`config.mk`:
```
export PLATFORM = sky130hd
export DESIGN_NAME = iarc_top
export DESIGN_NICKNAME = d
export VERILOG_FILES = /design/src/core/iarc_tick.v /design/src/core/iarc_sync.v /design/src/core/iarc_top.v
export VERILOG_INCLUDE_DIRS = /design/src /design/src/shared
export SDC_FILE = /design/constraint.sdc
export NUM_CORES = 1
export LEC_CHECK = 0
export BUFFER_PORTS_ARGS = -buffer_cell sky130_fd_sc_hd__buf_2
export CORE_ASPECT_RATIO = 0.9
export CORE_MARGIN = 3
export CORE_UTILIZATION = 30
export CTS_BUF_LIST = sky130_fd_sc_hd__clkbuf_4 sky130_fd_sc_hd__clkbuf_8 sky130_fd_sc_hd__clkbuf_16
export DETAILED_ROUTE_END_ITERATION = 6
export MAX_ROUTING_LAYER = met4
export SETUP_SLACK_MARGIN = 0.02
export SLEW_MARGIN = 20
export SYNTH_ARGS = -nofsm -noshare
export SYNTH_HDL_FRONTEND = slang
export SYNTH_SLANG_ARGS = --single-unit
```
`constraint.sdc`:
```
create_clock -name hclk -period 2.45 [get_ports hclk]
set_clock_uncertainty 0.15 [all_clocks]
set_input_delay 0.1225 -clock hclk [delete_from_list [all_inputs] [get_ports hclk]]
set_output_delay 0.1225 -clock hclk [all_outputs]
set_load 0.02 [all_outputs]
```
`src/shared/iarc_regs.vh`:
```
// Purpose: Register map and timing constants of the insulation alarm relay control block.
// Assumes: 32-bit AHB-Lite data, one aligned word per register, 25 MHz hclk.
// Notes: Offsets are byte addresses.
`ifndef IARC_REGS_VH
`define IARC_REGS_VH

// ----------------------------------------
// Register offsets
// ----------------------------------------
`define IARC_CTRL_OFS 8'h00
`define IARC_STATUS_OFS 8'h04
`define IARC_DELAY_OFS 8'h08
`define IARC_IRQ_STAT_OFS 8'h0C
`define IARC_IRQ_EN_OFS 8'h10
`define IARC_IRQ_CLR_OFS 8'h14

// ----------------------------------------
// Control fields and reset value
// ----------------------------------------
`define IARC_CTRL_ACK_EN 0
`define IARC_CTRL_CORR_EN 1
`define IARC_CTRL_TEST_RLY 2
`define IARC_CTRL_INH_EXT 3
`define IARC_CTRL_INH_FB 4
`define IARC_CTRL_RST 32'h0000_0005
`define IARC_CTRL_MASK 32'h0000_001F

// ----------------------------------------
// Screen codes
// ----------------------------------------
`define IARC_SCR_MEAS 3'h0
`define IARC_SCR_PREV 3'h1
`define IARC_SCR_ALARM 3'h2
`define IARC_SCR_INHIB 3'h3
`define IARC_SCR_MENU 3'h4
`define IARC_SCR_SETTINGS 3'h5
`define IARC_SCR_TEST 3'h6

// ----------------------------------------
// Timing
// ----------------------------------------
`define IARC_CLK_HZ 25000000
`define IARC_PULSE_S 3
`define IARC_MS_DIV (`IARC_CLK_HZ / 1000)
`define IARC_PULSE_MS (`IARC_PULSE_S * 1000)

`endif

```
`src/core/iarc_tick.v`:
```
// Purpose: Divider that gives a one-cycle pulse every millisecond.
// Assumes: DIV is at least 2.
// Notes: None.
module iarc_tick #(
	parameter DIV = 25000
) (
	input wire hclk,
	input wire hresetn,
	output reg tick_reg
);

	reg [15:0] cnt_reg;

	always @(posedge hclk or negedge hresetn) begin
		if (!hresetn) begin
			cnt_reg <= 16'h0000;
			tick_reg <= 1'b0;
		end else if (cnt_reg == DIV[15:0] - 16'h0001) begin
			cnt_reg <= 16'h0000;
			tick_reg <= 1'b1;
		end else begin
			cnt_reg <= cnt_reg + 16'h0001;
			tick_reg <= 1'b0;
		end
	end

endmodule // iarc_tick

```
`src/core/iarc_sync.v`:
```
// Purpose: Two-flop synchroniser for a group of pin inputs.
// Assumes: Levels that are slow compared with hclk.
// Notes: Stage one feeds only stage two.
module iarc_sync #(
	parameter W = 7
) (
	input wire hclk,
	input wire hresetn,
	input wire [W-1:0] d,
	output reg [W-1:0] q_reg
);

	reg [W-1:0] meta_reg;

	always @(posedge hclk or negedge hresetn) begin
		if (!hresetn) begin
			meta_reg <= {W{1'b0}};
			q_reg <= {W{1'b0}};
		end else begin
			meta_reg <= d;
			q_reg <= meta_reg;
		end
	end

endmodule // iarc_sync

```
`src/core/iarc_top.v`:
```
// Purpose: Alarm relay, LED and status screen control of an insulation monitor, with an AHB-Lite register file.
// Assumes: Threshold comparison and buttons arrive as pin levels; one 25 MHz clock.
// Notes: Alarm delay is set in milliseconds through the delay register.
`include "iarc_regs.vh"

// What this block does
// - Inhibit active shows the inhibition screen over any measurement or alarm screen.
// - On inhibition screen: menu opens menu, arrows open settings, test starts self-test.
// - Internal inhibit: re-enabling injection runs a self-test before the measurement screen.
// - External inhibit: re-enabling injection returns straight to the measurement screen.
// - Inhibit disconnects the relay under internal kind, keeps it connected under external.
// - Inhibit feedback option, default off, energises alarm relay while inhibited.
// - Below preventive threshold, switch preventive relay and light preventive indicator.
// - Alarm state only after full alarm delay; then alarm relay and LED on.
// - Acknowledge enabled by default: acknowledge in alarm releases both relays.
// - Acknowledge disabled: relays stay active until insulation recovers.
// - Fault cleared turns off the alarm LED and returns to normal.
// - Fault-cleared pulse option re-energises the alarm relay for 3 seconds.
// - Fault-cleared pulse defaults off and only works with acknowledge enabled.
// - Pulse option off: no 3 s pulse, just return to normal.
// - Test relay option, default on: manual self-test toggles both relays 3 seconds.
module iarc_top #(
	parameter PULSE_MS = `IARC_PULSE_MS,
	parameter MS_DIV = `IARC_MS_DIV
) (
	input wire hclk,
	input wire hresetn,
	input wire hsel,
	input wire [7:0] haddr,
	input wire [1:0] htrans,
	input wire hwrite,
	input wire [2:0] hsize,
	input wire [31:0] hwdata,
	input wire hready,
	output wire [31:0] hrdata,
	output wire hreadyout,
	output wire hresp,
	input wire prev_below,
	input wire alarm_below,
	input wire inhibit_in,
	input wire ack_btn,
	input wire test_btn,
	input wire menu_btn,
	input wire arrow_btn,
	output reg prev_relay,
	output reg alarm_relay,
	output reg prev_led,
	output reg alarm_led,
	output reg relay_connect,
	output reg [2:0] screen,
	output reg test_active,
	output wire irq
);

	// ----------------------------------------
	// Input synchronisation and edges
	// ----------------------------------------
	wire [6:0] sync_q;
	reg [6:0] sync_d_reg;
	wire prev_s = sync_q[0];
	wire alarm_s = sync_q[1];
	wire inh_s = sync_q[2];
	wire [6:0] rise = sync_q & ~sync_d_reg;
	wire ack_p = rise[3];
	wire test_p = rise[4];
	wire menu_p = rise[5];
	wire arrow_p = rise[6];
	wire inh_fall = sync_d_reg[2] & ~inh_s;

	iarc_sync #(.W(7)) u_sync (
		.hclk(hclk),
		.hresetn(hresetn),
		.d({arrow_btn, menu_btn, test_btn, ack_btn, inhibit_in, alarm_below, prev_below}),
		.q_reg(sync_q)
	);

	wire ms_tick;
	iarc_tick #(.DIV(MS_DIV)) u_tick (
		.hclk(hclk),
		.hresetn(hresetn),
		.tick_reg(ms_tick)
	);

	always @(posedge hclk or negedge hresetn) begin
		if (!hresetn) begin
			sync_d_reg <= 7'h00;
		end else begin
			sync_d_reg <= sync_q;
		end
	end

	// ----------------------------------------
	// Registers
	// ----------------------------------------
	reg [4:0] ctrl_reg;
	reg [23:0] delay_reg;
	reg [3:0] irq_stat_reg;
	reg [3:0] irq_en_reg;
	reg wr_pend_reg;
	reg [7:0] addr_reg;
	reg [31:0] rdata_reg;
	wire ack_en = ctrl_reg[`IARC_CTRL_ACK_EN];
	wire corr_en = ctrl_reg[`IARC_CTRL_CORR_EN];
	wire test_rly = ctrl_reg[`IARC_CTRL_TEST_RLY];
	wire inh_ext = ctrl_reg[`IARC_CTRL_INH_EXT];
	wire inh_fb = ctrl_reg[`IARC_CTRL_INH_FB];
	localparam [31:0] CTRL_RST = `IARC_CTRL_RST;

	// ----------------------------------------
	// Alarm state machine
	// ----------------------------------------
	localparam ST_NORMAL = 2'd0;
	localparam ST_DELAY = 2'd1;
	localparam ST_ALARM = 2'd2;
	localparam ST_ACKED = 2'd3;

	reg [1:0] st_reg;
	reg [23:0] dly_cnt_reg;
	reg [15:0] pulse_cnt_reg;
	reg [15:0] test_cnt_reg;
	reg pulse_on_reg;
	reg test_on_reg;
	reg test_rly_on_reg;
	reg in_menu_reg;
	reg in_set_reg;

	// Marks the last millisecond tick of a pulse or self-test run.
	function timer_last(input [15:0] cnt, input tick);
		begin
			timer_last = (cnt == PULSE_MS[15:0] - 16'h0001) & tick;
		end
	endfunction

	// Tells whether the fault has reached the alarm state, acknowledged or not.
	function fault_held(input [1:0] st);
		begin
			fault_held = (st == ST_ALARM) | (st == ST_ACKED);
		end
	endfunction

	wire delay_done = (dly_cnt_reg >= delay_reg);
	wire pulse_done = timer_last(pulse_cnt_reg, ms_tick);
	wire test_done = timer_last(test_cnt_reg, ms_tick);
	wire enter_alarm = (st_reg == ST_DELAY) & alarm_s & delay_done;
	wire fault_clear = fault_held(st_reg) & ~alarm_s;
	wire start_test_btn = test_p & ~test_on_reg;
	wire start_test_auto = inh_fall & ~inh_ext;

	always @(posedge hclk or negedge hresetn) begin
		if (!hresetn) begin
			st_reg <= ST_NORMAL;
			dly_cnt_reg <= 24'h00_0000;
		end else begin
			case (st_reg)
				ST_NORMAL: begin
					dly_cnt_reg <= 24'h00_0000;
					if (alarm_s) begin
						st_reg <= ST_DELAY;
					end
				end
				ST_DELAY: begin
					if (!alarm_s) begin
						st_reg <= ST_NORMAL;
					end else if (delay_done) begin
						st_reg <= ST_ALARM;
					end else if (ms_tick) begin
						dly_cnt_reg <= dly_cnt_reg + 24'h00_0001;
					end
				end
				ST_ALARM: begin
					if (!alarm_s) begin
						st_reg <= ST_NORMAL;
					end else if (ack_p && ack_en) begin
						st_reg <= ST_ACKED;
					end
				end
				ST_ACKED: begin
					if (!alarm_s) begin
						st_reg <= ST_NORMAL;
					end
				end
				default: begin
					st_reg <= ST_NORMAL;
				end
			endcase
		end
	end

	// Fault-cleared pulse and self-test timers.
	always @(posedge hclk or negedge hresetn) begin
		if (!hresetn) begin
			pulse_on_reg <= 1'b0;
			pulse_cnt_reg <= 16'h0000;
		end else if (fault_clear && corr_en && ack_en) begin
			pulse_on_reg <= 1'b1;
			pulse_cnt_reg <= 16'h0000;
		end else if (pulse_on_reg && alarm_s) begin
			pulse_on_reg <= 1'b0;
		end else if (pulse_done) begin
			pulse_on_reg <= 1'b0;
		end else if (pulse_on_reg && ms_tick) begin
			pulse_cnt_reg <= pulse_cnt_reg + 16'h0001;
		end
	end

	always @(posedge hclk or negedge hresetn) begin
		if (!hresetn) begin
			test_on_reg <= 1'b0;
			test_rly_on_reg <= 1'b0;
			test_cnt_reg <= 16'h0000;
		end else if (start_test_btn || start_test_auto) begin
			test_on_reg <= 1'b1;
			test_rly_on_reg <= start_test_btn & test_rly;
			test_cnt_reg <= 16'h0000;
		end else if (test_done) begin
			test_on_reg <= 1'b0;
			test_rly_on_reg <= 1'b0;
		end else if (test_on_reg && ms_tick) begin
			test_cnt_reg <= test_cnt_reg + 16'h0001;
		end
	end

	// Menu navigation from the inhibition screen.
	always @(posedge hclk or negedge hresetn) begin
		if (!hresetn) begin
			in_menu_reg <= 1'b0;
			in_set_reg <= 1'b0;
		end else if (!inh_s) begin
			in_menu_reg <= 1'b0;
			in_set_reg <= 1'b0;
		end else if (menu_p) begin
			in_menu_reg <= 1'b1;
			in_set_reg <= 1'b0;
		end else if (arrow_p) begin
			in_set_reg <= 1'b1;
			in_menu_reg <= 1'b0;
		end
	end

	// ----------------------------------------
	// Outputs
	// ----------------------------------------
	wire alarm_act = (st_reg == ST_ALARM);
	wire alarm_on = fault_held(st_reg);
	wire prev_drive = prev_s & (st_reg != ST_ACKED);
	reg [2:0] screen_next;

	always @* begin
		if (inh_s) begin
			if (test_on_reg) begin
				screen_next = `IARC_SCR_TEST;
			end else if (in_menu_reg) begin
				screen_next = `IARC_SCR_MENU;
			end else if (in_set_reg) begin
				screen_next = `IARC_SCR_SETTINGS;
			end else begin
				screen_next = `IARC_SCR_INHIB;
			end
		end else if (test_on_reg) begin
			screen_next = `IARC_SCR_TEST;
		end else if (alarm_on) begin
			screen_next = `IARC_SCR_ALARM;
		end else if (prev_s) begin
			screen_next = `IARC_SCR_PREV;
		end else begin
			screen_next = `IARC_SCR_MEAS;
		end
	end

	always @(posedge hclk or negedge hresetn) begin
		if (!hresetn) begin
			prev_relay <= 1'b0;
			alarm_relay <= 1'b0;
			prev_led <= 1'b0;
			alarm_led <= 1'b0;
			relay_connect <= 1'b1;
			screen <= `IARC_SCR_MEAS;
			test_active <= 1'b0;
		end else begin
			prev_relay <= prev_drive ^ test_rly_on_reg;
			alarm_relay <= ((alarm_act | pulse_on_reg) ^ test_rly_on_reg) | (inh_s & inh_fb);
			prev_led <= prev_s;
			alarm_led <= alarm_on;
			relay_connect <= ~(inh_s & ~inh_ext);
			screen <= screen_next;
			test_active <= test_on_reg;
		end
	end

	// ----------------------------------------
	// Interrupt events
	// ----------------------------------------
	wire [3:0] ev = {test_done, fault_clear, enter_alarm, rise[0]};
	wire clr_wr = wr_pend_reg & (addr_reg == `IARC_IRQ_CLR_OFS);
	assign irq = |(irq_stat_reg & irq_en_reg);

	always @(posedge hclk or negedge hresetn) begin
		if (!hresetn) begin
			irq_stat_reg <= 4'h0;
		end else begin
			irq_stat_reg <= ev | (irq_stat_reg & ~(clr_wr ? hwdata[3:0] : 4'h0));
		end
	end

	// ----------------------------------------
	// AHB-Lite slave
	// ----------------------------------------
	wire take = hsel & hready & htrans[1];
	assign hreadyout = 1'b1;
	assign hresp = 1'b0;
	assign hrdata = rdata_reg;

	always @(posedge hclk or negedge hresetn) begin
		if (!hresetn) begin
			wr_pend_reg <= 1'b0;
			addr_reg <= 8'h00;
			rdata_reg <= 32'h0000_0000;
			ctrl_reg <= CTRL_RST[4:0];
			delay_reg <= 24'h00_0000;
			irq_en_reg <= 4'h0;
		end else begin
			wr_pend_reg <= take & hwrite;
			addr_reg <= haddr;
			if (wr_pend_reg) begin
				case (addr_reg)
					`IARC_CTRL_OFS: ctrl_reg <= hwdata[4:0];
					`IARC_DELAY_OFS: delay_reg <= hwdata[23:0];
					`IARC_IRQ_EN_OFS: irq_en_reg <= hwdata[3:0];
					default: ctrl_reg <= ctrl_reg;
				endcase
			end
			if (take && !hwrite) begin
				case (haddr)
					`IARC_CTRL_OFS: rdata_reg <= {27'h000_0000, ctrl_reg};
					`IARC_STATUS_OFS: rdata_reg <= {20'h0_0000, screen, test_active, st_reg, inh_s,
						alarm_s, prev_s, pulse_on_reg, alarm_relay, prev_relay};
					`IARC_DELAY_OFS: rdata_reg <= {8'h00, delay_reg};
					`IARC_IRQ_STAT_OFS: rdata_reg <= {28'h000_0000, irq_stat_reg};
					`IARC_IRQ_EN_OFS: rdata_reg <= {28'h000_0000, irq_en_reg};
					default: rdata_reg <= 32'h0000_0000;
				endcase
			end
		end
	end

endmodule // iarc_top

```
==> results by group <==
Outcome
  – Status: finished with violations
  – Failing checks: setup timing

Die
  – Rows: 57
  – Die area: approximately 30000 sq um
  – IO Pins: 101
  – Die Height: 166 microns
  – CORE AREA: 27500 sq um
  – Die boundary width: 183 microns
  – Starting density of the core: a little under a third

GRT
  – Vias in the first global route: 6620
  – M2 GR Usage: 21.9%
  – Largest net degree at the start of global routing: 60
  – GRT Overall Usage: between 10 and 15%
  – First-pass GRT wire length: 34.6 mm
  – Met1 Usage GRT: 19.7%
  – GRT met3 Usage: a little over 3%
  – Initial antenna violation count: 0
  – Congestion Overflow GR: 0
  – Gr busiest metal: met2

Routing
  – WL per Instance: around 15 microns
  – 1st-pass router iterations: 5
  – DRC errors left: 0
  – Final wirelength: 20.9 mm
  – Antenna-violating nets left: 0
  – Vias post-DR: 6635
  – First DRT Iteration DRCs: between 300 and 400
  – Via density: 4.85

Power and ir drop
  – Cell Pwr Density: 570 nW/um^2
  – Peak supply drop: 469 uV
  – Static Leak: between 5 and 6 nW
  – Power Total: 6.31 mW

Final layout
  – # fillers: 2674
  – Nets: 1086
  – Fraction of layout cells with a size suffix above 1: 28.0%
  – Most frequent cells in the layout: dfrtp_1, nand2_1, buf_2
  – ANT cells: 0
  – Most common cell after layout, fill and taps aside: dfrtp_1
  – Finished Cell Area: 11100 sq um
  – Area Overhead vs Synth: 30.4%

Setup path
  – Critical Path AT: 2.77 ns
  – Data required, critical path: 2.68 ns
  – CP Capture Point: dly_cnt_reg[5]
  – Worst-path fanout max: 7
  – Worst reg2reg path depth: 8
  – Critical path capture point type: flop
  – R2R setup slack: -0.09 ns
  – R2R Path Start: dly_cnt_reg[0]
  – Worst Setup Start Kind: flop
  – Worst r2r dst: dly_cnt_reg[5]
  – Critical Path Start: dly_cnt_reg[0]
  – Crit Path Category: reg -> reg

Timing
  – WHS: 0.0387 ns
  – Least-Margin Pin Slew: 0.728 ns
  – Setup TNS after final layout: -0.782 ns
  – Min Tclk post-route: 2.54 ns
  – Fmax: 394 MHz
  – Slew Limit Fails: 0
  – Relative slew margins: 51.1%
  – Final setup violation count: 15
  – Post-route clock period utilization: 104%
  – RSZ-0062 raised after global routing: true
  – Setup slack after layout: -0.0901 ns
  – Final Hold Vio Count: 0

Clock network
  – CTS tree: yes
  – Clock Pin Slew Worst Setup and Hold Paths: approximately 0.070 ns
  – Clock latency on the worst-skew pair: about 0.45 ns
  – H-tree depth: 4
  – Cts bufs inserted: 17
  – Root Buffer: clkbuf_16
  – # clock sinks: approximately 180
  – Max clock buf depth: 2

Logic synthesis
  – Mean Syn Cell Area: 10.4 sq um
  – Post-Synthesis Cell Area: 8490 sq um
  – Asr flop ratio synth: 100%
  – Synth cell types: 70
  – Register area share after synthesis: between 50% and 60%
  – EDFF count, synth: 0
  – Top FF cell, synth: dfrtp_1
  – Post-Syn Instances: 814
  – FF+latch count, synth: 178
  – Yosys warning count: 0

Place
  – HPWL Detailed: 14.8 mm
  – Final GP Congestion: ~0.81
  – Input/output buffers: 78
  – Place WS: -0.252 ns
  – DP Area: slightly below 10000 sq um

Hold path
  – Worst Hold Class: in -> async

Job
  – Max-Cap Viols: 0
[per-stage QoR]
stage | util [%] | cells
floorplan | - | 822
global placement | 35.3 | 1281
detailed placement | 35.3 | 1281
CTS | 39.7 | 1364
global route | 40.3 | 1368
finish | 40.3 | 1368
[power by group]
part	switching [mW]	internal [mW]
clock network	1.36	1.58
logic	0.199	0.156
registers	0.0330	2.99
[worst max-delay path, stage by stage, from the launching register on]
cell and delay, ns:
dfrtp_1 0.40, inv_2 0.08, ha_4 0.19, nand2b_4 0.13, a2111o_1 0.40, a31oi_4 0.29, o21ai_4 0.14, or4_4 0.56
a21oi_2 0.15
[metal layers]
metal / wire length (microns) / vias to the layer above / share of wire (%)
met5: 0 / - / 0
met4: 297 / 0 / 1.4
met3: 796 / 22 / 3.8
met2: 9760 / 123 / 47
met1: 10000 / 3259 / 48
li1: - / 3231 / -
[cells by family (layout without fill, tap and decap cells)]
| family | after synthesis | count (layout) | share of synthesized area (%) |
|---|---|---|---|
| flops | 178 | 178 | 52.5 |
| fa+ha+maj | 28 | 28 | 4.13 |
| buf+inv | 76 | 266 | 4.18 |
| compound gates | 137 | 139 | 10.3 |
| mux | 42 | 42 | 5.44 |
| simple gates | 309 | 309 | 19.0 |
| xor+xnor | 42 | 42 | 4.33 |
| other cells | 2 | 10 | 0.0884 |
[final cells by class]
type | instances | area, sq um | share of cell area, %
multi-input combinational | 570 | 3930 | 35.5
clock inverter | 15 | 214 | 1.93
tap | 354 | 443 | 4.00
clock buffer | 17 | 425 | 3.84
inverter | 33 | 124 | 1.12
sequential | 178 | 4460 | 40.3
timing repair buffer | 201 | 1480 | 13.4
[timing repair]
item	in CTS	in global routing
endpoints found under the hold margin	229	0
buffers inserted	8	3
gates cloned	2	1
gates resized for setup	16	36
hold buffers	42	0
setup endpoints to repair	23	30
pin swaps	16	20
[cell usage after synthesis, drive strengths merged, types with 7 or more instances]
library cell	count	area [sq um]
and3	9	56.3
nand4	30	203
xor2	23	201
buf	17	118
mux2i	9	90.1
nand2b	9	56.3
clkbuf	25	104
a22oi	15	113
nor4	8	77.6
nand3	14	70.1
a21oi	37	185
and4	7	62.6
nor2b	10	62.6
mux2	33	372
ha	28	350
o21ai	41	209
xnor2	19	166
or4	16	120
nand2	107	402
inv	33	124
dfrtp	175	4380
o31ai	16	120
nor2	63	239
[how the worst min path moves through the flow]
stage,start,end,slack (ns),cells past startpoint
detailed placement,hresetn,hrdata[12],-0.05,1
floorplan,hresetn,addr_reg[0],-0.32,0
finish,hresetn,hrdata[12],0.04,2
global route,hresetn,hrdata[3],0.06,2
CTS,hresetn,hrdata[3],0.04,2
global placement,hresetn,hrdata[10],-0.05,1
Note: power is estimated with default switching activity, not from simulation.
